**src/fac_pkg.sv**
```systemverilog
// constants shared by the flash accelerator files
package fac_pkg;

  // ----------------------------------------------------------------
  // register map
  // ----------------------------------------------------------------
  localparam logic [31:0] ADDR_MODE_CTRL = 32'he01f_c000;
  localparam logic [31:0] ADDR_FETCH_TIM = 32'he01f_c004;

  // ----------------------------------------------------------------
  // fields and reset values
  // ----------------------------------------------------------------
  localparam int MODE_W = 2;
  localparam int TIM_W = 3;
  localparam logic [1:0] MODE_RESET = 2'h0;
  localparam logic [2:0] TIM_RESET = 3'h7;
  localparam logic [1:0] MODE_OFF = 2'h0;
  localparam logic [1:0] MODE_PARTIAL = 2'h1;
  localparam logic [1:0] MODE_FULL = 2'h2;
  localparam logic [2:0] TIM_MIN = 3'h1;

  // ----------------------------------------------------------------
  // holding latch geometry
  // ----------------------------------------------------------------
  localparam int LINE_W = 15;
  localparam int DATA_W = 128;
  localparam int WORD_W = 32;
  localparam int LINE_LSB = 4;
  localparam int WSEL_LSB = 2;
  localparam logic [1:0] LAT_PREFETCH = 2'h0;
  localparam logic [1:0] LAT_BRANCH = 2'h1;
  localparam logic [1:0] LAT_DATA = 2'h2;

endpackage : fac_pkg

```
**src/fac_latch.sv**
```systemverilog
// one 128-bit holding latch with its line tag and comparator
`timescale 1ns/1ps
`default_nettype none

module fac_latch (
  // clock and reset
  input wire logic ref_clk,
  input wire logic rst_n,
  // fill and invalidate
  input wire logic load,
  input wire logic [fac_pkg::LINE_W-1:0] load_line,
  input wire logic [fac_pkg::DATA_W-1:0] load_data,
  input wire logic inval,
  // lookup
  input wire logic [fac_pkg::LINE_W-1:0] look_line,
  input wire logic [1:0] word_sel,
  output logic hit,
  output logic [fac_pkg::WORD_W-1:0] word
);

  typedef struct packed {
    logic valid;
    logic [fac_pkg::LINE_W-1:0] line;
    logic [fac_pkg::DATA_W-1:0] data;
  } fac_latch_t;

  fac_latch_t st;
  fac_latch_t next_st;

  always_comb begin
    next_st = st;
    // invalidate wins so a fill racing a mode change is not kept
    if (inval) begin
      next_st.valid = 1'b0;
    end else if (load) begin
      next_st.valid = 1'b1;
      next_st.line = load_line;
      next_st.data = load_data;
    end
  end

  always_ff @(posedge ref_clk or negedge rst_n) begin
    if (!rst_n) begin
      st <= '0;
    end else begin
      st <= next_st;
    end
  end

  assign hit = st.valid && (st.line == look_line);
  assign word = st.data[word_sel*fac_pkg::WORD_W +: fac_pkg::WORD_W];

endmodule : fac_latch
`default_nettype wire

```
**src/fac_fetch_timer.sv**
```systemverilog
// counts the programmed flash fetch duration
`timescale 1ns/1ps
`default_nettype none

module fac_fetch_timer (
  // clock and reset
  input wire logic ref_clk,
  input wire logic rst_n,
  // control
  input wire logic start,
  input wire logic [fac_pkg::TIM_W-1:0] cycles,
  // status
  output logic busy,
  output logic done
);

  typedef struct packed {
    logic [fac_pkg::TIM_W-1:0] cnt;
  } fac_timer_t;

  fac_timer_t st;
  fac_timer_t next_st;

  always_comb begin
    next_st = st;
    if (start) begin
      next_st.cnt = cycles;
    end else if (st.cnt != '0) begin
      next_st.cnt = st.cnt - 3'h1;
    end
  end

  always_ff @(posedge ref_clk or negedge rst_n) begin
    if (!rst_n) begin
      st <= '0;
    end else begin
      st <= next_st;
    end
  end

  assign busy = (st.cnt != '0);
  assign done = (st.cnt == 3'h1);

endmodule : fac_fetch_timer
`default_nettype wire

```
**src/fac_top.sv**
```systemverilog
// flash accelerator: mode and fetch timing registers, access control
//
// Decided for this implementation: the APB interface to the registers.
`timescale 1ns/1ps
`default_nettype none

// Overview of operation
// - reset comes up in disabled mode
// - mode writes accepted at any time
// - each register on its own word address
// - mode 00 off, 01 partial, 10 full
// - any mode change invalidates all latches
// - reserved bits not written ones, read undefined
// - flash fetch lasts programmed 1 to 7 cycles
// - timing resets to seven, mode to zero
// - one-cycle timing adds no wait
// - disabled mode: always flash read, no prefetch
// - partial: sequential instruction hits, prefetch enabled
// - full: any hit served from latch
// - forced read may use latch, keeps timing
module fac_top (
  // clock and reset
  input wire logic ref_clk,
  input wire logic rst_n,
  // apb slave
  input wire logic psel,
  input wire logic penable,
  input wire logic pwrite,
  input wire logic [31:0] paddr,
  input wire logic [31:0] pwdata,
  // apb answer
  output logic [31:0] prdata,
  output logic pready,
  output logic pslverr,
  // core fetch request
  input wire logic req_valid,
  input wire logic [31:0] req_addr,
  input wire logic req_seq,
  input wire logic req_is_data,
  // core answer
  output logic core_clock_enable,
  output logic resp_valid,
  output logic [31:0] resp_data,
  // flash bank
  output logic flash_req,
  output logic [fac_pkg::LINE_W-1:0] flash_line,
  input wire logic [fac_pkg::DATA_W-1:0] flash_rdata
);

  // ----------------------------------------------------------------
  // state
  // ----------------------------------------------------------------
  typedef enum logic [1:0] {
    FAC_IDLE,
    FAC_HIT,
    FAC_FETCH,
    FAC_PREFETCH
  } fac_fsm_t;

  // all state of the block but the latches and the timer; outputs are read straight from here
  typedef struct packed {
    logic [1:0] mode;
    logic [2:0] timing;
    logic pready;
    logic pslverr;
    logic [31:0] prdata;
    fac_fsm_t fsm;
    logic [1:0] target;
    logic use_latch;
    logic [fac_pkg::LINE_W-1:0] line;
    logic [1:0] wsel;
    logic core_clock_enable;
    logic resp_valid;
    logic [31:0] resp_data;
    logic flash_req;
    logic pf_pending;
    logic [fac_pkg::LINE_W-1:0] pf_line;
    logic [fac_pkg::LINE_W-1:0] flash_line;
  } fac_state_t;

  fac_state_t st;
  fac_state_t next_st;

  // reserved timing code behaves as the shortest fetch
  function automatic logic [2:0] fetch_cycles(input logic [2:0] tim);
    fetch_cycles = (tim == 3'h0) ? fac_pkg::TIM_MIN : tim;
  endfunction : fetch_cycles

  // every mode but off may hand out a latched word, at flash timing
  function automatic logic latch_allowed(input logic [1:0] mode);
    latch_allowed = (mode != fac_pkg::MODE_OFF);
  endfunction : latch_allowed

  // prefetch runs in partial and full mode only
  function automatic logic prefetch_on(input logic [1:0] mode);
    prefetch_on = (mode == fac_pkg::MODE_PARTIAL) ||
                  (mode == fac_pkg::MODE_FULL);
  endfunction : prefetch_on

  // ----------------------------------------------------------------
  // holding latches
  // ----------------------------------------------------------------
  logic [fac_pkg::LINE_W-1:0] req_line;
  logic [1:0] req_wsel;
  logic [fac_pkg::LINE_W-1:0] look_line;
  logic [1:0] look_wsel;
  logic [2:0] hit;
  logic [2:0] load;
  logic [fac_pkg::WORD_W-1:0] word [3];
  logic [fac_pkg::LINE_W-1:0] fill_line;
  logic mode_change;
  logic tim_start;
  logic [2:0] tim_cycles;
  logic tim_busy;
  logic tim_done;

  assign req_line = req_addr[fac_pkg::LINE_LSB +: fac_pkg::LINE_W];
  assign req_wsel = req_addr[fac_pkg::WSEL_LSB +: 2];
  // lookups follow the live request while idle, the held one after
  assign look_line = (st.fsm == FAC_IDLE) ? req_line : st.line;
  assign look_wsel = (st.fsm == FAC_IDLE) ? req_wsel : st.wsel;
  assign fill_line = (st.fsm == FAC_PREFETCH) ? st.pf_line : st.line;

  genvar gi;
  generate
    for (gi = 0; gi < 3; gi++) begin : g_lat
      fac_latch u_latch (
        .ref_clk(ref_clk),
        .rst_n(rst_n),
        .load(load[gi]),
        .load_line(fill_line),
        .load_data(flash_rdata),
        .inval(mode_change),
        .look_line(look_line),
        .word_sel(look_wsel),
        .hit(hit[gi]),
        .word(word[gi])
      );
    end
  endgenerate

  // one timer serves fetches and prefetches; they never overlap
  fac_fetch_timer u_timer (
    .ref_clk(ref_clk),
    .rst_n(rst_n),
    .start(tim_start),
    .cycles(tim_cycles),
    .busy(tim_busy),
    .done(tim_done)
  );

  // ----------------------------------------------------------------
  // apb decode
  // ----------------------------------------------------------------
  logic apb_access;
  logic apb_commit;
  logic sel_mode;
  logic sel_tim;

  // an unmapped address answers with an error and writes nothing
  assign apb_access = psel && penable;
  assign apb_commit = apb_access && st.pready;
  assign sel_mode = (paddr == fac_pkg::ADDR_MODE_CTRL);
  assign sel_tim = (paddr == fac_pkg::ADDR_FETCH_TIM);
  // only a real change of mode flushes; rewriting the same mode keeps hits
  assign mode_change = apb_commit && pwrite && sel_mode &&
                       (pwdata[1:0] != st.mode);

  // ----------------------------------------------------------------
  // request classification
  // ----------------------------------------------------------------
  logic instr_hit;
  logic data_hit;
  logic serve_latch;
  logic any_hit;
  logic [31:0] hit_word;
  logic [1:0] fill_target;
  logic forced_latch;

  assign instr_hit = !req_is_data && (hit[0] || hit[1]);
  assign data_hit = req_is_data && hit[2];
  assign any_hit = instr_hit || data_hit;
  assign hit_word = req_is_data ? word[2] : (hit[0] ? word[0] : word[1]);
  // forced read of latched data: keep timing, skip the flash
  assign forced_latch = any_hit && latch_allowed(st.mode);

  always_comb begin
    case (st.mode)
      fac_pkg::MODE_PARTIAL: serve_latch = instr_hit && req_seq;
      fac_pkg::MODE_FULL: serve_latch = any_hit;
      default: serve_latch = 1'b0;
    endcase
  end

  always_comb begin
    if (req_is_data) begin
      fill_target = fac_pkg::LAT_DATA;
    end else if (req_seq) begin
      fill_target = fac_pkg::LAT_PREFETCH;
    end else begin
      fill_target = fac_pkg::LAT_BRANCH;
    end
  end

  // ----------------------------------------------------------------
  // next state
  // ----------------------------------------------------------------
  always_comb begin
    next_st = st;
    tim_start = 1'b0;
    tim_cycles = fetch_cycles(st.timing);
    load = 3'h0;
    next_st.resp_valid = 1'b0;

    // register slave: one wait state, write lands at the ready edge
    next_st.pready = 1'b0;
    if (apb_access && !st.pready) begin
      next_st.pready = 1'b1;
      next_st.pslverr = !(sel_mode || sel_tim);
      next_st.prdata = 32'h0000_0000;
      if (sel_mode) begin
        next_st.prdata[1:0] = st.mode;
      end else if (sel_tim) begin
        next_st.prdata[2:0] = st.timing;
      end
    end
    if (apb_commit && pwrite) begin
      // accepted at any moment, even mid-fetch
      if (sel_mode) begin
        next_st.mode = pwdata[1:0];
        next_st.pf_pending = 1'b0;
      end
      if (sel_tim) begin
        next_st.timing = pwdata[2:0];
      end
    end
    if (apb_commit) begin
      next_st.pslverr = 1'b0;
    end

    case (st.fsm)
      FAC_IDLE: begin
        next_st.core_clock_enable = 1'b1;
        // the core still shows its last request in the answer cycle
        if (req_valid && !st.resp_valid) begin
          next_st.line = req_line;
          next_st.wsel = req_wsel;
          next_st.target = fill_target;
          next_st.core_clock_enable = 1'b0;
          if (serve_latch) begin
            next_st.fsm = FAC_HIT;
            next_st.resp_data = hit_word;
          end else begin
            next_st.use_latch = forced_latch;
            next_st.resp_data = hit_word;
            next_st.flash_req = !forced_latch;
            next_st.fsm = FAC_FETCH;
            tim_start = 1'b1;
          end
        end else if (st.pf_pending && !mode_change) begin
          next_st.fsm = FAC_PREFETCH;
          next_st.flash_req = 1'b1;
          next_st.core_clock_enable = 1'b0;
          tim_start = 1'b1;
        end
      end
      // latched word goes out the cycle after this one, two cycles after the request
      FAC_HIT: begin
        next_st.fsm = FAC_IDLE;
        next_st.resp_valid = 1'b1;
        next_st.core_clock_enable = 1'b1;
      end
      FAC_FETCH: begin
        // an idle timer also ends the wait, so no fetch can hang
        if (tim_done || !tim_busy) begin
          next_st.fsm = FAC_IDLE;
          next_st.flash_req = 1'b0;
          next_st.use_latch = 1'b0;
          next_st.resp_valid = 1'b1;
          next_st.core_clock_enable = 1'b1;
          if (!st.use_latch) begin
            next_st.resp_data = flash_rdata[st.wsel*32 +: 32];
            load[st.target] = 1'b1;
          end
        end
      end
      FAC_PREFETCH: begin
        if (tim_done || !tim_busy) begin
          next_st.fsm = FAC_IDLE;
          next_st.flash_req = 1'b0;
          next_st.pf_pending = 1'b0;
          next_st.core_clock_enable = 1'b1;
          load[fac_pkg::LAT_PREFETCH] = 1'b1;
        end
      end
      default: begin
        next_st.fsm = FAC_IDLE;
      end
    endcase

    // after an instruction answer, fetch the following line ahead
    if (next_st.resp_valid && st.target != fac_pkg::LAT_DATA &&
        prefetch_on(st.mode) && !mode_change) begin
      next_st.pf_pending = 1'b1;
      next_st.pf_line = st.line + 15'h0001;
    end
    // a running prefetch finishes; the line it brings is fresh
    if (mode_change && st.fsm != FAC_PREFETCH) begin
      next_st.pf_pending = 1'b0;
    end
    // the flash address leaves a flop, as every output does
    next_st.flash_line = (next_st.fsm == FAC_PREFETCH) ? next_st.pf_line :
                         next_st.line;
  end

  always_ff @(posedge ref_clk or negedge rst_n) begin
    if (!rst_n) begin
      // off, seven-cycle fetch, core running
      st <= '0;
      st.mode <= fac_pkg::MODE_RESET;
      st.timing <= fac_pkg::TIM_RESET;
      st.fsm <= FAC_IDLE;
      st.core_clock_enable <= 1'b1;
    end else begin
      st <= next_st;
    end
  end

  // ----------------------------------------------------------------
  // outputs
  // ----------------------------------------------------------------
  assign prdata = st.prdata;
  assign pready = st.pready;
  assign pslverr = st.pslverr;
  assign core_clock_enable = st.core_clock_enable;
  assign resp_valid = st.resp_valid;
  assign resp_data = st.resp_data;
  assign flash_req = st.flash_req;
  assign flash_line = st.flash_line;

endmodule : fac_top
`default_nettype wire

```
**config.mk**
```make
export PLATFORM = sky130hd
export DESIGN_NAME = fac_top
export DESIGN_NICKNAME = d
export VERILOG_FILES = /design/src/fac_pkg.sv /design/src/fac_latch.sv /design/src/fac_fetch_timer.sv /design/src/fac_top.sv
export SDC_FILE = /design/constraint.sdc
export NUM_CORES = 1
export LEC_CHECK = 0
export ABC_AREA = 1
export ABC_CLOCK_PERIOD_IN_PS = 5250
export BUFFER_PORTS_ARGS = -buffer_cell sky130_fd_sc_hd__buf_2
export CAP_MARGIN = 40
export CELL_PAD_IN_SITES_DETAIL_PLACEMENT = 1
export CELL_PAD_IN_SITES_GLOBAL_PLACEMENT = 2
export CORE_ASPECT_RATIO = 2
export CORE_UTILIZATION = 30
export DETAILED_ROUTE_END_ITERATION = 8
export GPL_ROUTABILITY_DRIVEN = 1
export GPL_TIMING_DRIVEN = 0
export PLACE_DENSITY = 0.71
export SYNTH_ARGS = -nofsm -noshare
export SYNTH_HDL_FRONTEND = slang
export SYNTH_SLANG_ARGS = --single-unit
```
**constraint.sdc**
```tcl
create_clock -name ref_clk -period 5.25 [get_ports ref_clk]
set_input_delay 0.525 -clock ref_clk [delete_from_list [all_inputs] [get_ports ref_clk]]
set_output_delay 0.525 -clock ref_clk [all_outputs]
set_load 0.01 [all_outputs]
```
== After elaboration in Yosys (flattened, before gate mapping) ==
Cells that the tools add are included.
Word-level totals
  memories: 0
  bits in registers: 533
  word-level logic and storage cells: 175
  bits in latches: 0
  bits in writable memories: 0
  memory bits (read-only): 0
Cells by class
  multiply operators: 0
  reductions and logical operators: 54
  bitwise logic cells: 1
  muxes and demuxes: 63
  $add $sub $neg: 2
  shifts and indexed selects: 4
  magnitude comparators: 2
  eq/ne operators: 22
  div/mod/pow operators: 0
Operator list (count)
  128-bit by 8-bit variable part select with 32-bit output: 4
  144-bit 2-to-1 mux: 3
  32-bit 2-to-1 mux: 4
  32-bit equality test, second input constant: 2
  32-bit case mux with 2 select lines: 1
  15-bit equality test: 3
  15-bit 2-to-1 mux: 3
  35-bit 2-to-1 mux: 1
  34-bit 2-to-1 mux: 1
  1-bit 2-to-1 mux: 24
  1-bit logical AND: 20
  18-bit 2-to-1 mux: 1
  2-bit 2-to-1 mux: 9
  3-bit 2-to-1 mux: 6
  17-bit 2-to-1 mux: 1
  16-bit 2-to-1 mux: 1
  15-bit by 1-bit adder with 15-bit output, second input constant: 1
  2-bit AND reduction: 7
  2-bit nonzero test: 7
  2-bit != test, second input constant: 5
  2-bit equality test, second input constant: 4
  1-bit case mux with 2 select lines: 4
  4-bit AND reduction: 2
  1-bit logical NOT: 7
  20 further kinds: 27

== Longest topological paths before layout ==
Gate-level depths: netlist (run 1).
  depth in word-level cells: 13
  mapped depth: 26
  mapped depth without buffers: 23

== Cells and area by module ==
Synthesis (run 1) repeated with hierarchy kept, for this count alone.
Second synthesis, totals
  cells, all modules: 3656
  area, all modules: 29159.2 um2
By module, submodules not included
  fac_latch: cells an instance 856, seq. area each 3603.5 um2, area an instance 7241.9 um2, times used 3
  fac_top: cells an instance 1056, seq. area each 2457.4 um2, area an instance 7213.2 um2, times used 1
  fac_fetch_timer: cells an instance 32, seq. area each 75.1 um2, area an instance 220.2 um2, times used 1

== Worst setup path after synthesis (run 1) ==
Ideal clock, no wire load.
  kind: register -> register
  start point: register st[86] (netlist name)
  end point: register st, in the netlist flash_line[4]
  stages on the path, launching flop included: 27
  path buffers: 4
  slack: 2.716 ns
  library setup time: 0.117 ns
  arrival time: 2.417 ns
  data required time: 5.133 ns
  cells stage by stage: dfrtp_1 inv_1 ha_1 buf_6 inv_4 buf_6 buf_6 nand2_1 nand3_1 nand2_1 nor2_1 nand2_1 nor2_1 nand2_1 nand2_1 nand2_1 nand2_1 nand2_1 nand2_2 nand2_1 nand2_1 nand2_1 nand2_4 nand2_4 buf_6 nand2_1 nand2_1
RTL lines
  from (decl): RTL line fac_top.sv:81  | fac_state_t st;
  from (signal assigned): RTL line fac_top.sv:325  | st <= next_st;

== Worst setup path in the final report (run 1) ==
  start point: register st[87] (netlist name)
  end point: register st, in the netlist resp_data[1]
On the way
  longest elaborated chain between the ends: 8
  elaborated cells between the ends (all ways): 18
  those cells by class: eq/ne (5); shift (3); mux (6); reduce/logical (4)
RTL lines
  branches (longest 8 deep; another with 128-bit by 8-bit variable part select with 32-bit output)
Several ways; the timed one is not identified. The select of a mux whose other input is x is not followed.
A chain may end at the register's enable or synchronous reset.

==> metrics.md, run 1 <==
| Metric | Value |
|---|---|
| CP required | `5830 ps` |
| Final weighted congestion of routability-driven global placement | `0.9970` |
| Comb pwr share | `44.5%` |
| Cell Area, Synth | `between 0.02 and 0.03 mm^2` |
| Hold Crit Start | `req_seq` |
| Crit path launch | `st[87]$_DFF_PN0_` |
| Starting Density | `between 30% and 40%` |
| Crit path time final | `4796 ps` |
| Seq pwr share | `34.2%` |
| DRT Wirelength | `141900 um` |
| Post-DR vias/cell | `approximately 5.2` |
| Lkg Pwr | `15.76 nW` |
| CP endpoint kind | `flip-flop` |
| Placement Setup Slack | `508.5 ps` |
| Ratio of cells with drive above 1 in the final layout | `roughly 14%` |
| Commonest non-fill, non-tap cells in the layout | `1022 x nand2_1, 589 x o21ai_0, 529 x dfrtp_1` |
| Max H-tree Level | `2` |
| Commonest non-fill, non-tap cell in the layout | `nand2_1` |
| DR WL/cell | `27.70 um` |
| F_max | `208.5 MHz` |
| Critical path, cell by cell | `inv_1, ha_1, buf_6, inv_4, buf_6, nand2_1, nand3_1, nand2_1, nor2_1, nand2_1, nor2_1, buf_2, buf_2, nand3_1, and3_1, o21ai_1, nand3_1, nand2_1, nand2_1, nand2_1` |
| Area growth from synthesis to layout | `18.97%` |
| Worst hold path depth | `2` |
| TritonCTS clock tree | `built` |
| Synth warnings | `0` |
| Final Core Density | `between 30% and 40%` |
| Die Y | `between 400 and 500 um` |
| DPL Wire Length | `~110000 um` |
| Sw Ratio | `46.17%` |
| Tcrit/Tclk final | `between 90 and 100%` |
| Slew headroom | `a little under a third` |
| CP delay by family, top | `simple AND/OR/NAND/NOR gates` |
| First-pass GRT wire length | `about 200000 um` |
| Cells after synthesis | `3531` |
| Clk buf depth | `3` |
| Residual DRC count | `0` |
| # IOs | `316` |
| Via count | `26.45k` |
| Critical path's most frequent cell | `nand2_1` |
| Max FO, Critical Path | `10` |
| Congestion Overflow GR | `0` |
| Port buffer count | `242` |
| Total GRT Usage | `31.27%` |
| Buf/Inv on CP | `6` |
| Syn Area/Cell | `7.635 um^2` |
| Worst-path clk slew | `70 ps` |
| Clock Skews | `54.81 ps` |
| Die area | `0.09115 mm^2` |
| Post-synth cell types | `40` |
| Worst-Margin Slew | `about 1000 ps` |
| Crit Path Class | `reg -> reg` |
| Total of max-cap violations | `0` |
| Worst EP arrival | `5380 ps` |
| Seq/Total Area, Yosys | `between 40% and 50%` |
| Slew Viols, Final | `0` |
| Clock sinks | `533` |
| Final setup margin | `453.9 ps` |
| Die X | `214.0 um` |
| Pre-Repair DR Iteration Count | `5` |
| Post-route antenna net violation count | `0` |
| Seq cells post-synth | `533` |
| Reg2reg start | `st[87]$_DFF_PN0_` |
| Final hold violations | `0` |
| Clk root buf | `clkbuf_16` |
| Reg2reg path depth | `20` |
| Worst Hold Class | `in -> reg` |
| Worst setup SP type | `flip-flop` |
| Core area | `between 0.08 and 0.09 mm^2` |
| Clk pwr share | `21.3%` |
| Post-DP Area | `between 0.03 and 0.04 mm^2` |
| Largest net degree at the start of global routing | `around 110` |
| Row cnt | `155` |
| PwrDens | `605.1 mW/mm^2` |
| Switch Pwr | `8.961 mW` |
| Final setup viols | `0` |
| Final instance area | `0.03207 mm^2` |
| Nets | `between 4k and 5k` |
| Max incr delay on CP | `670 ps` |
| Initial antenna violation count | `14` |
| Outcome | `finished clean` |
| Worst skew pair latency | `690 ps` |
| CTS buffer count | `56` |
| Instance count on the critical path | `20` |
| Overall power consumption | `19.41 mW` |
| RSZ-0062 raised after global routing | `false` |
| Setup Total Neg Slack | `0 ps` |
| DRT iter0 DRCs | `1685` |
| Pint | `between 10 and 15 mW` |
| Vias in the first global route | `28.18k` |
| Crit-path slowest cell | `o21ai_1` |
| Peak supply drop | `369.1 uV` |
-- cell usage after synthesis --
library cell     n  area share [%]
or2_2            1           0.023
and3_1          41            0.95
nand4_1          5            0.12
buf_6            5            0.21
a31oi_1          4           0.093
nand2_2          5            0.12
ha_1            12            0.56
nor4_1           5            0.12
buf_4           81             2.3
o22ai_1          1           0.023
conb_1           1           0.014
dfrtp_1        529              49
nand2_4          3            0.13
nand3b_1         2           0.056
o211ai_1        36             1.0
dfstp_2          4            0.39
inv_4            1           0.023
o21ai_1         34            0.63
a21oi_1        112             2.1
nor3b_1          1           0.028
buf_2           62             1.2
o21bai_1         1           0.028
o21ai_0        589              11
o21a_1           3           0.084
inv_2            1           0.014
clkinv_1         3           0.042
xor2_1          15            0.49
xnor2_1          1           0.032
mux2_2           1           0.042
nor3_1          11            0.20
clkbuf_1       137             1.9
nand3_1        364             6.8
nand3_2          1           0.037
and2_1           1           0.023
nand2_1       1022              14
buf_1           24            0.33
o31ai_1          3           0.084
nor2_2           1           0.023
inv_1          235             3.3
nor2_1         173             2.4
-- per-stage QoR --
step                hold slack, ps  std cells
floorplan                    229.4       3559
global placement             460.2       4978
detailed placement           466.4       5008
CTS                          91.31       5105
global route                 112.1       5114
finish                       110.2       5122
-- metal layers --
| layer | wire length, um | global-route usage (%) |
|---|---|---|
| met5 | 111 | 0 |
| met2 | 74160 | 58.21 |
| met4 | 15090 | 27.36 |
| met1 | 46870 | 29.74 |
| met3 | 5669 | 4.697 |
-- final timing paths --
check                                                      end  slack [ps]
max                                   resp_data[1]$_DFFE_PN0P_         450
min                                         st[84]$_DFFE_PN0P_         110
max reg2reg                           resp_data[1]$_DFFE_PN0P_         450
min reg2reg                                pslverr$_DFFE_PN0P_         480
max in group asynchronous  g_lat[1].u_latch.st[51]$_DFFE_PN0P_        3000
min in group asynchronous  g_lat[1].u_latch.st[79]$_DFFE_PN0P_         430
-- cell families after synthesis --
| family | share of synthesized area, % |
|---|---|
| AND/OR/NAND/NOR | 25.21 |
| adder cells (fa/ha/maj) | 0.5569 |
| XOR/XNOR | 0.5198 |
| other | 0.01391 |
| AO/OA/AOI/OAI | 14.96 |
| multiplexers | 0.04176 |
| buffers and inverters | 9.207 |
| flip-flops | 49.49 |
-- registers in the layout (all words and copies together) (netlist names) --
signal / flops
u_timer.st: 3
pready: 1
resp_valid: 1
prdata: 3
flash_line: 15
flash_req: 1
core_clock_enable: 1
st: 43
resp_data: 32
pslverr: 1
g_lat.u_latch.st: 432
-- final cells by class --
class                      instances  area (um^2)
antenna                            8        20.02
buffer                           309         1579
clock buffer                      78         1604
clock inverter                    18        188.9
fill                           11142        57140
inverter                         240        903.4
multi-input combinational       2477        11240
sequential                       533        13340
tap                             1177         1473
timing repair buffer             282         1719
-- power by group through the flow --
stage          sequential [mW]  clock (mW)  combinational, mW
5_1_grt                   6.81        4.33               9.33
3_5_place_dp              6.67           0               8.49
6_report                  6.63        4.14               8.64
4_1_cts                   6.61        4.20               8.52
3_3_place_gp              6.64           0               8.21
2_1_floorplan             6.40           0               4.63
-- timing repair --
action / in CTS / in global routing
hold endpoints to repair: 74 / 0
setup buffers: 0 / 0
gates resized for setup: 0 / 0
hold buffers: 1 / 0
No activity file was read; power rests on OpenSTA's default activity.
==> run 2, diff against run 1 <==
- ABC_AREA: 1 -> not set
- ABC_CLOCK_PERIOD_IN_PS: 5250 -> 4700
- PLACE_DENSITY: 0.71 -> 0.61
- clock period: 5.25 -> 4.7 ns (I/O delays scaled with it)
==> run 2 against run 1 <==
Compared with the run above: hold slack got worse by 46 ps; non-clock buffer count fell by 58; first-iteration DRC count is 55% lower.
==> metrics.md, run 2 <==
| Metric | Value |
|---|---|
| Outcome | `finished clean` |
| Lkg Pwr | `14.27 nW` |
| Ratio of cells with drive above 1 in the final layout | `40.64%` |
| Top reg by flops | `g_lat.u_latch.st` |
| Slew headroom | `40.89%` |
| PwrDens | `about 760 mW/mm^2` |
| DRT iter0 DRCs | `between 700 and 800` |
| Max FO, Critical Path | `10` |
| Peak supply drop | `396.2 uV` |
| Max H-tree Level | `2` |
| Async set or reset register ratio after synthesis | `100.0%` |
| Port buffer count | `241` |
| # fillers | `9330` |
| CP endpoint kind | `flip-flop` |
| Clk buf depth | `3` |
| Share of the synthesized area in the top cell type | `roughly half` |
| Die area | `between 0.08 and 0.09 mm^2` |
| Final weighted congestion of routability-driven global placement | `0.8756` |
| Commonest non-fill, non-tap cell in the layout | `dfrtp_1` |
| Top sig layer | `met5` |
| Row cnt | `153` |
| Worst setup SP type | `flip-flop` |
| Worst EP arrival | `approximately 5000 ps` |
| F_max | `224.1 MHz` |
| DPL Wire Length | `82500 um` |
| Crit path time final | `4461 ps` |
| Area leader, netlist | `dfrtp_1` |
| Total of max-cap violations | `0` |
| Overall power consumption | `~24 mW` |
| Slew Viols, Final | `0` |
| Placement Setup Slack | `a little under 90 ps` |
| Worst skew pair latency | `~660 ps` |
| Via count | `19.14k` |
| Worst Hold Class | `in -> reg` |
| DR WL/cell | `29.05 um` |
| Met1 Routed Length | `about 37000 um` |
| TritonCTS clock tree | `built` |
| CP required | `5230 ps` |
| Clock Skews | `approximately 26 ps` |
| Post-route antenna net violation count | `0` |
| Post-synth cell types | `63` |
| Initial antenna violation count | `26` |
| Most numerous cell in the Yosys netlist | `dfrtp_1` |
| Top_reg_cell synth | `dfrtp_1` |
| Worst-Margin Slew | `886.7 ps` |
| CTS buffer count | `55` |
| Final hold violations | `0` |
| Syn Area/Cell | `12.85 um^2` |
| Total GRT Usage | `between 20 and 25%` |
| Top post-synthesis cells by area | `dfrtp_1 50%, mux2_2 18%, mux2i_1 7.4%, mux4_2 4.0%, buf_4 2.2%` |
| Worst-path clk slew | `60 ps` |
| Top cells by instance count after synthesis | `529 x dfrtp_1, 418 x mux2_2, 197 x mux2i_1` |
| Seq/Total Area, Yosys | `around half` |
| # IOs | `316` |
| Vias in the first global route | `21.48k` |
| Post-DR vias/cell | `5.205` |
| Clk root buf | `clkbuf_16` |
| Largest register FFs | `432` |
| Pre-Repair DR Iteration Count | `5` |
| RSZ-0062 raised after global routing | `false` |
| Residual DRC count | `0` |
| Commonest non-fill, non-tap cells in the layout | `529 x dfrtp_1, 418 x mux2_2, 267 x buf_2` |
| Seq cells post-synth | `533` |
| Placed cell count | `3573` |
| Congestion Overflow GR | `0` |
| Post-DP Area | `0.03040 mm^2` |
| Final setup margin | `238.5 ps` |
| Die X | `212.1 um` |
| Crit Path Class | `reg -> reg` |
| Area growth from synthesis to layout | `21.98%` |
| First-pass GRT wire length | `153600 um` |
| Starting Density | `a little over 30%` |
| Die Y | `422.2 um` |
| Finished Layout Cells | `3677` |
| Largest net degree at the start of global routing | `roughly 120` |
| Cell Area, Synth | `0.02648 mm^2` |
| Met2 Routed Length | `58450 um` |
| Cells after synthesis | `~2.1k` |
| DRT Wirelength | `106800 um` |
| Tcrit/Tclk final | `94.92%` |
| Nets | `2712` |
| Synth warnings | `0` |
| Setup Total Neg Slack | `0 ps` |
| Clock sinks | `533` |
| Met3 wire len | `4135 um` |
| Final setup viols | `0` |
| Core area | `0.08710 mm^2` |
| Post-synth EDFFs | `0` |
| Final instance area | `between 0.03 and 0.04 mm^2` |
==> run 2: logic make-up (layout without fill, tap and decap cells) <==
group	count (synthesis)	count (layout)	share of synthesized area, %
other	1	32	0.01416
XOR/XNOR	61	61	2.018
buffers and inverters	221	644	4.512
flip-flops	533	533	50.39
adder cells (fa/ha/maj)	12	12	0.5670
multiplexers	708	708	31.39
AND/OR/NAND/NOR	261	261	4.952
AO/OA/AOI/OAI	264	264	6.157
==> run 2: area by class of cell <==
class / count / area (um^2) / area share, %
buffer: 210 / 1165 / 3.606
timing repair buffer: 323 / 2356 / 7.294
clock buffer: 85 / 1650 / 5.109
clock inverter: 16 / 227.7 / 0.7050
inverter: 10 / 37.54 / 0.1162
sequential: 533 / 13340 / 41.31
antenna: 3 / 7.507 / 0.02324
tap: 1162 / 1454 / 4.501
multi-input combinational: 1335 / 12060 / 37.34
==> run 2: what timing repair did <==
action	in CTS	in global routing
gates resized for setup	0	4
endpoints found under the setup margin	0	5
hold buffers	1	0
buffers inserted	0	0
endpoints found under the hold margin	92	0
==> run 2: worst max-delay path, stage by stage (launching register included) <==
cell      delay (ps)
dfrtp_1          410
inv_1            150
ha_1             220
buf_6            190
buf_6            220
buf_2            330
mux2_2           230
buf_2            330
buf_2            430
buf_2            420
buf_2            550
nand2b_1         430
o21ai_0          290
o22ai_1          100
==> run 2: worst paths after layout <==
| path | from | end | slack [ps] | depth (start not counted) |
|---|---|---|---|---|
| max in group asynchronous | rst_n | g_lat[1].u_latch.st[140]$_DFFE_PN0P_ | 2790 | 5 |
| min | req_seq | st[84]$_DFFE_PN0P_ | 60 | 2 |
| min in group asynchronous | rst_n | g_lat[1].u_latch.st[34]$_DFFE_PN0P_ | 210 | 2 |
| max reg2reg | st[87]$_DFF_PN0_ | resp_data[20]$_DFFE_PN0P_ | 240 | 13 |
| min reg2reg | prdata[1]$_DFFE_PN0P_ | prdata[1]$_DFFE_PN0P_ | 490 | 2 |
| max | st[87]$_DFF_PN0_ | resp_data[20]$_DFFE_PN0P_ | 240 | 13 |
==> run 2: power by group <==
| part | switching (mW) | total, mW | internal (mW) |
|---|---|---|---|
| Combinational | 6.30 | 11.8 | 5.49 |
| Sequential | 1.25 | 7.98 | 6.74 |
| Clock | 2.02 | 4.67 | 2.64 |
==> run 2: metal layers <==
layer / up-vias / GRT usage, %
met4: 34 / 14.41
met1: 10044 / 24.66
met2: 562 / 45.79
met5: - / 0
met3: 285 / 3.553
li1: 8215 / -
==> run 2: metrics by stage <==
step | util (%) | hold WS (ps)
detailed placement | 34.90 | 291.8
global route | 37.08 | 44.00
global placement | 33.58 | 466.1
CTS | 37.06 | 21.63
floorplan | - | 174.4
finish | 37.08 | 63.93
==> run 3, diff against run 2 <==
- MAX_ROUTING_LAYER: not set -> met4
- PLACE_DENSITY: 0.61 -> 0.65
==> run 3 against run 2 <==
Compared with the run above: via count is 0.14% lower; sequential share of layout area is 0.088 points higher; largest cell class unchanged; highest routed layer is now met4; clock power hardly changed; die area stayed put; wire length is 1.4% lower; largest power group unchanged.
==> metrics.md, run 3 (same netlist as run 2, synthesis figures left out) <==
| Metric | Value |
|---|---|
| Outcome | `finished clean` |
| Total GRT Usage | `24.56%` |
| DR WL/cell | `28.56 um` |
| FF+latch area | `0.01334 mm^2` |
| Die area | `between 0.08 and 0.09 mm^2` |
| Worst-Margin Slew | `876.1 ps` |
| Final setup margin | `148.3 ps` |
| Crit-path slowest cell | `nor2_1` |
| Clk root buf | `clkbuf_16` |
| Finished Layout Cells | `3689` |
| RSZ-0062 raised after global routing | `false` |
| Setup Total Neg Slack | `0 ps` |
| Max incr delay on CP | `700 ps` |
| Placement Setup Slack | `67.75 ps` |
| Port buffer count | `241` |
| Area growth from synthesis to layout | `21.72%` |
| Worst EP arrival | `5100 ps` |
| Footprint of the multi-input gates | `0.01206 mm^2` |
| Die Y | `about 420 um` |
| Final setup viols | `0` |
| Most Crowded Layer GR | `met2` |
| Commonest non-fill, non-tap cells in the layout | `529 x dfrtp_1, 418 x mux2_2, 266 x buf_2` |
| DPL Wire Length | `80910 um` |
| Ratio of cells with drive above 1 in the final layout | `40.62%` |
| Row cnt | `153` |
| TritonCTS clock tree | `built` |
| CTS buffer count | `55` |
| Clk buf depth | `3` |
| # fillers | `9361` |
| Residual DRC count | `0` |
| M1 GR Usage | `24.52%` |
| Crit path time final | `around 4600 ps` |
| Worst-path clk slew | `70 ps` |
| Clock Skews | `26.61 ps` |
| Max FO, Critical Path | `10` |
| Slew Viols, Final | `0` |
| Tcrit/Tclk final | `about 97%` |
| DRT Wirelength | `105400 um` |
| Largest register FFs | `432` |
| Fin Hold WS | `62.89 ps` |
| First-pass GRT wire length | `152300 um` |
| Max H-tree Level | `2` |
| Congestion Overflow GR | `0` |
| Critical path's most frequent cell | `buf_2` |
| Commonest non-fill, non-tap cell in the layout | `dfrtp_1` |
| PwrDens | `751.7 mW/mm^2` |
| Worst skew pair latency | `670 ps` |
| Lkg Pwr | `approximately 14 nW` |
| Critical path, cell by cell | `inv_1, ha_1, buf_6, buf_6, buf_2, mux2_2, buf_2, buf_2, buf_2, nor2_1, clkbuf_1, buf_6, a32oi_1, a21oi_1, o22ai_1` |
| DRT iter0 DRCs | `roughly 860` |
| Largest net degree at the start of global routing | `122` |
| Crit Path Class | `reg -> reg` |
| CP endpoint kind | `flip-flop` |
| Slew headroom | `a little over 40%` |
| Final instance area | `0.03223 mm^2` |
| Worst Hold Class | `in -> reg` |
| Top reg by flops | `g_lat.u_latch.st` |
| F_max | `219.7 MHz` |
| Met2 Use GR | `44.90%` |
| Peak supply drop | `329.7 uV` |
| Post-DR vias/cell | `between 5 and 6` |
| Post-CTS Setup Bufs | `0` |
| Core area | `0.08710 mm^2` |
| Initial antenna violation count | `23` |
| CP required | `5240 ps` |
| # IOs | `approximately 320` |
| Final Core Density | `about 37%` |
| Die X | `212.1 um` |
| Starting Density | `30.40%` |
| Met3 Use GR | `4.207%` |
| Clock sinks | `around 530` |
| Final hold violations | `0` |
| Post-route antenna net violation count | `0` |
| Overall power consumption | `~24 mW` |
| Total of max-cap violations | `0` |
| Worst setup SP type | `flip-flop` |
| Post-DP Area | `a little over 0.03 mm^2` |
| Final weighted congestion of routability-driven global placement | `0.9420` |
| Pre-Repair DR Iteration Count | `5` |
| Nets | `approximately 2.7k` |
| Placed cell count | `around 3.6k` |
| Via count | `between 15k and 20k` |
| Vias in the first global route | `21.35k` |
[run 3: changes by cell type in the layout (fill, tap and decap cells not counted), sizes merged]
cell           previous run  this run
clkdlybuf4s15             1         0
clkbuf                  172       167
clkinvlp                  3         2
clkinv                    8        17
diode                     3        21
buf                     444       436
[run 3: power breakdown]
group	switching, mW	leakage (nW)	total, mW	internal [mW]
registers	1.26	6.39	8.00	6.74
clock network	2.03	0.942	4.67	2.64
logic	6.20	6.90	11.6	5.36
total	9.49	14.2	24.2	14.7
[run 3: worst paths after layout]
| path | start | end | slack (ps) | depth (start not counted) |
|---|---|---|---|---|
| worst max-delay path | st[87]$_DFF_PN0_ | resp_data[19]$_DFFE_PN0P_ | 150 | 15 |
| worst min-delay path | req_seq | st[84]$_DFFE_PN0P_ | 60 | 2 |
| worst max register to register | st[87]$_DFF_PN0_ | resp_data[19]$_DFFE_PN0P_ | 150 | 15 |
| worst min register to register | g_lat[1].u_latch.st[68]$_DFFE_PN0P_ | g_lat[1].u_latch.st[68]$_DFFE_PN0P_ | 490 | 1 |
| max in group asynchronous | rst_n | g_lat[0].u_latch.st[8]$_DFFE_PN0P_ | 2110 | 6 |
| min in group asynchronous | rst_n | g_lat[0].u_latch.st[0]$_DFFE_PN0P_ | 320 | 2 |
[run 3: repair_timing]
item | CTS | global route
hold endpoints to repair | 50 | 0
gates resized for setup | 0 | 3
setup endpoints to repair | 0 | 4
hold buffers | 1 | 0
[run 3: area by class of cell]
| class | instances | area share [%] |
|---|---|---|
| well taps | 1162 | 4.511 |
| inverters | 10 | 0.1165 |
| flip-flops and latches | 533 | 41.40 |
| diodes | 21 | 0.1630 |
| clock inverters | 24 | 0.8230 |
| repair buffers | 315 | 6.945 |
| plain buffers | 210 | 3.587 |
| clock buffers | 79 | 5.050 |
| multi-input cells | 1335 | 37.41 |
[run 3: worst max-delay path: cells and delay by family (launching register included)]
kind / cells / cell delay (ps)
mux: 1 / 420
flops: 1 / 420
simple gates: 1 / 700
fa+ha+maj: 1 / 220
buf+inv: 9 / 2200
compound gates: 3 / 460
[run 3: per-layer routing]
layer  vias to the layer above  share of wire [%]
li1                       8216                  -
met1                     10029                 35
met2                       604                 55
met3                       264                4.8
met4                         0                5.7
met5                         -                  0
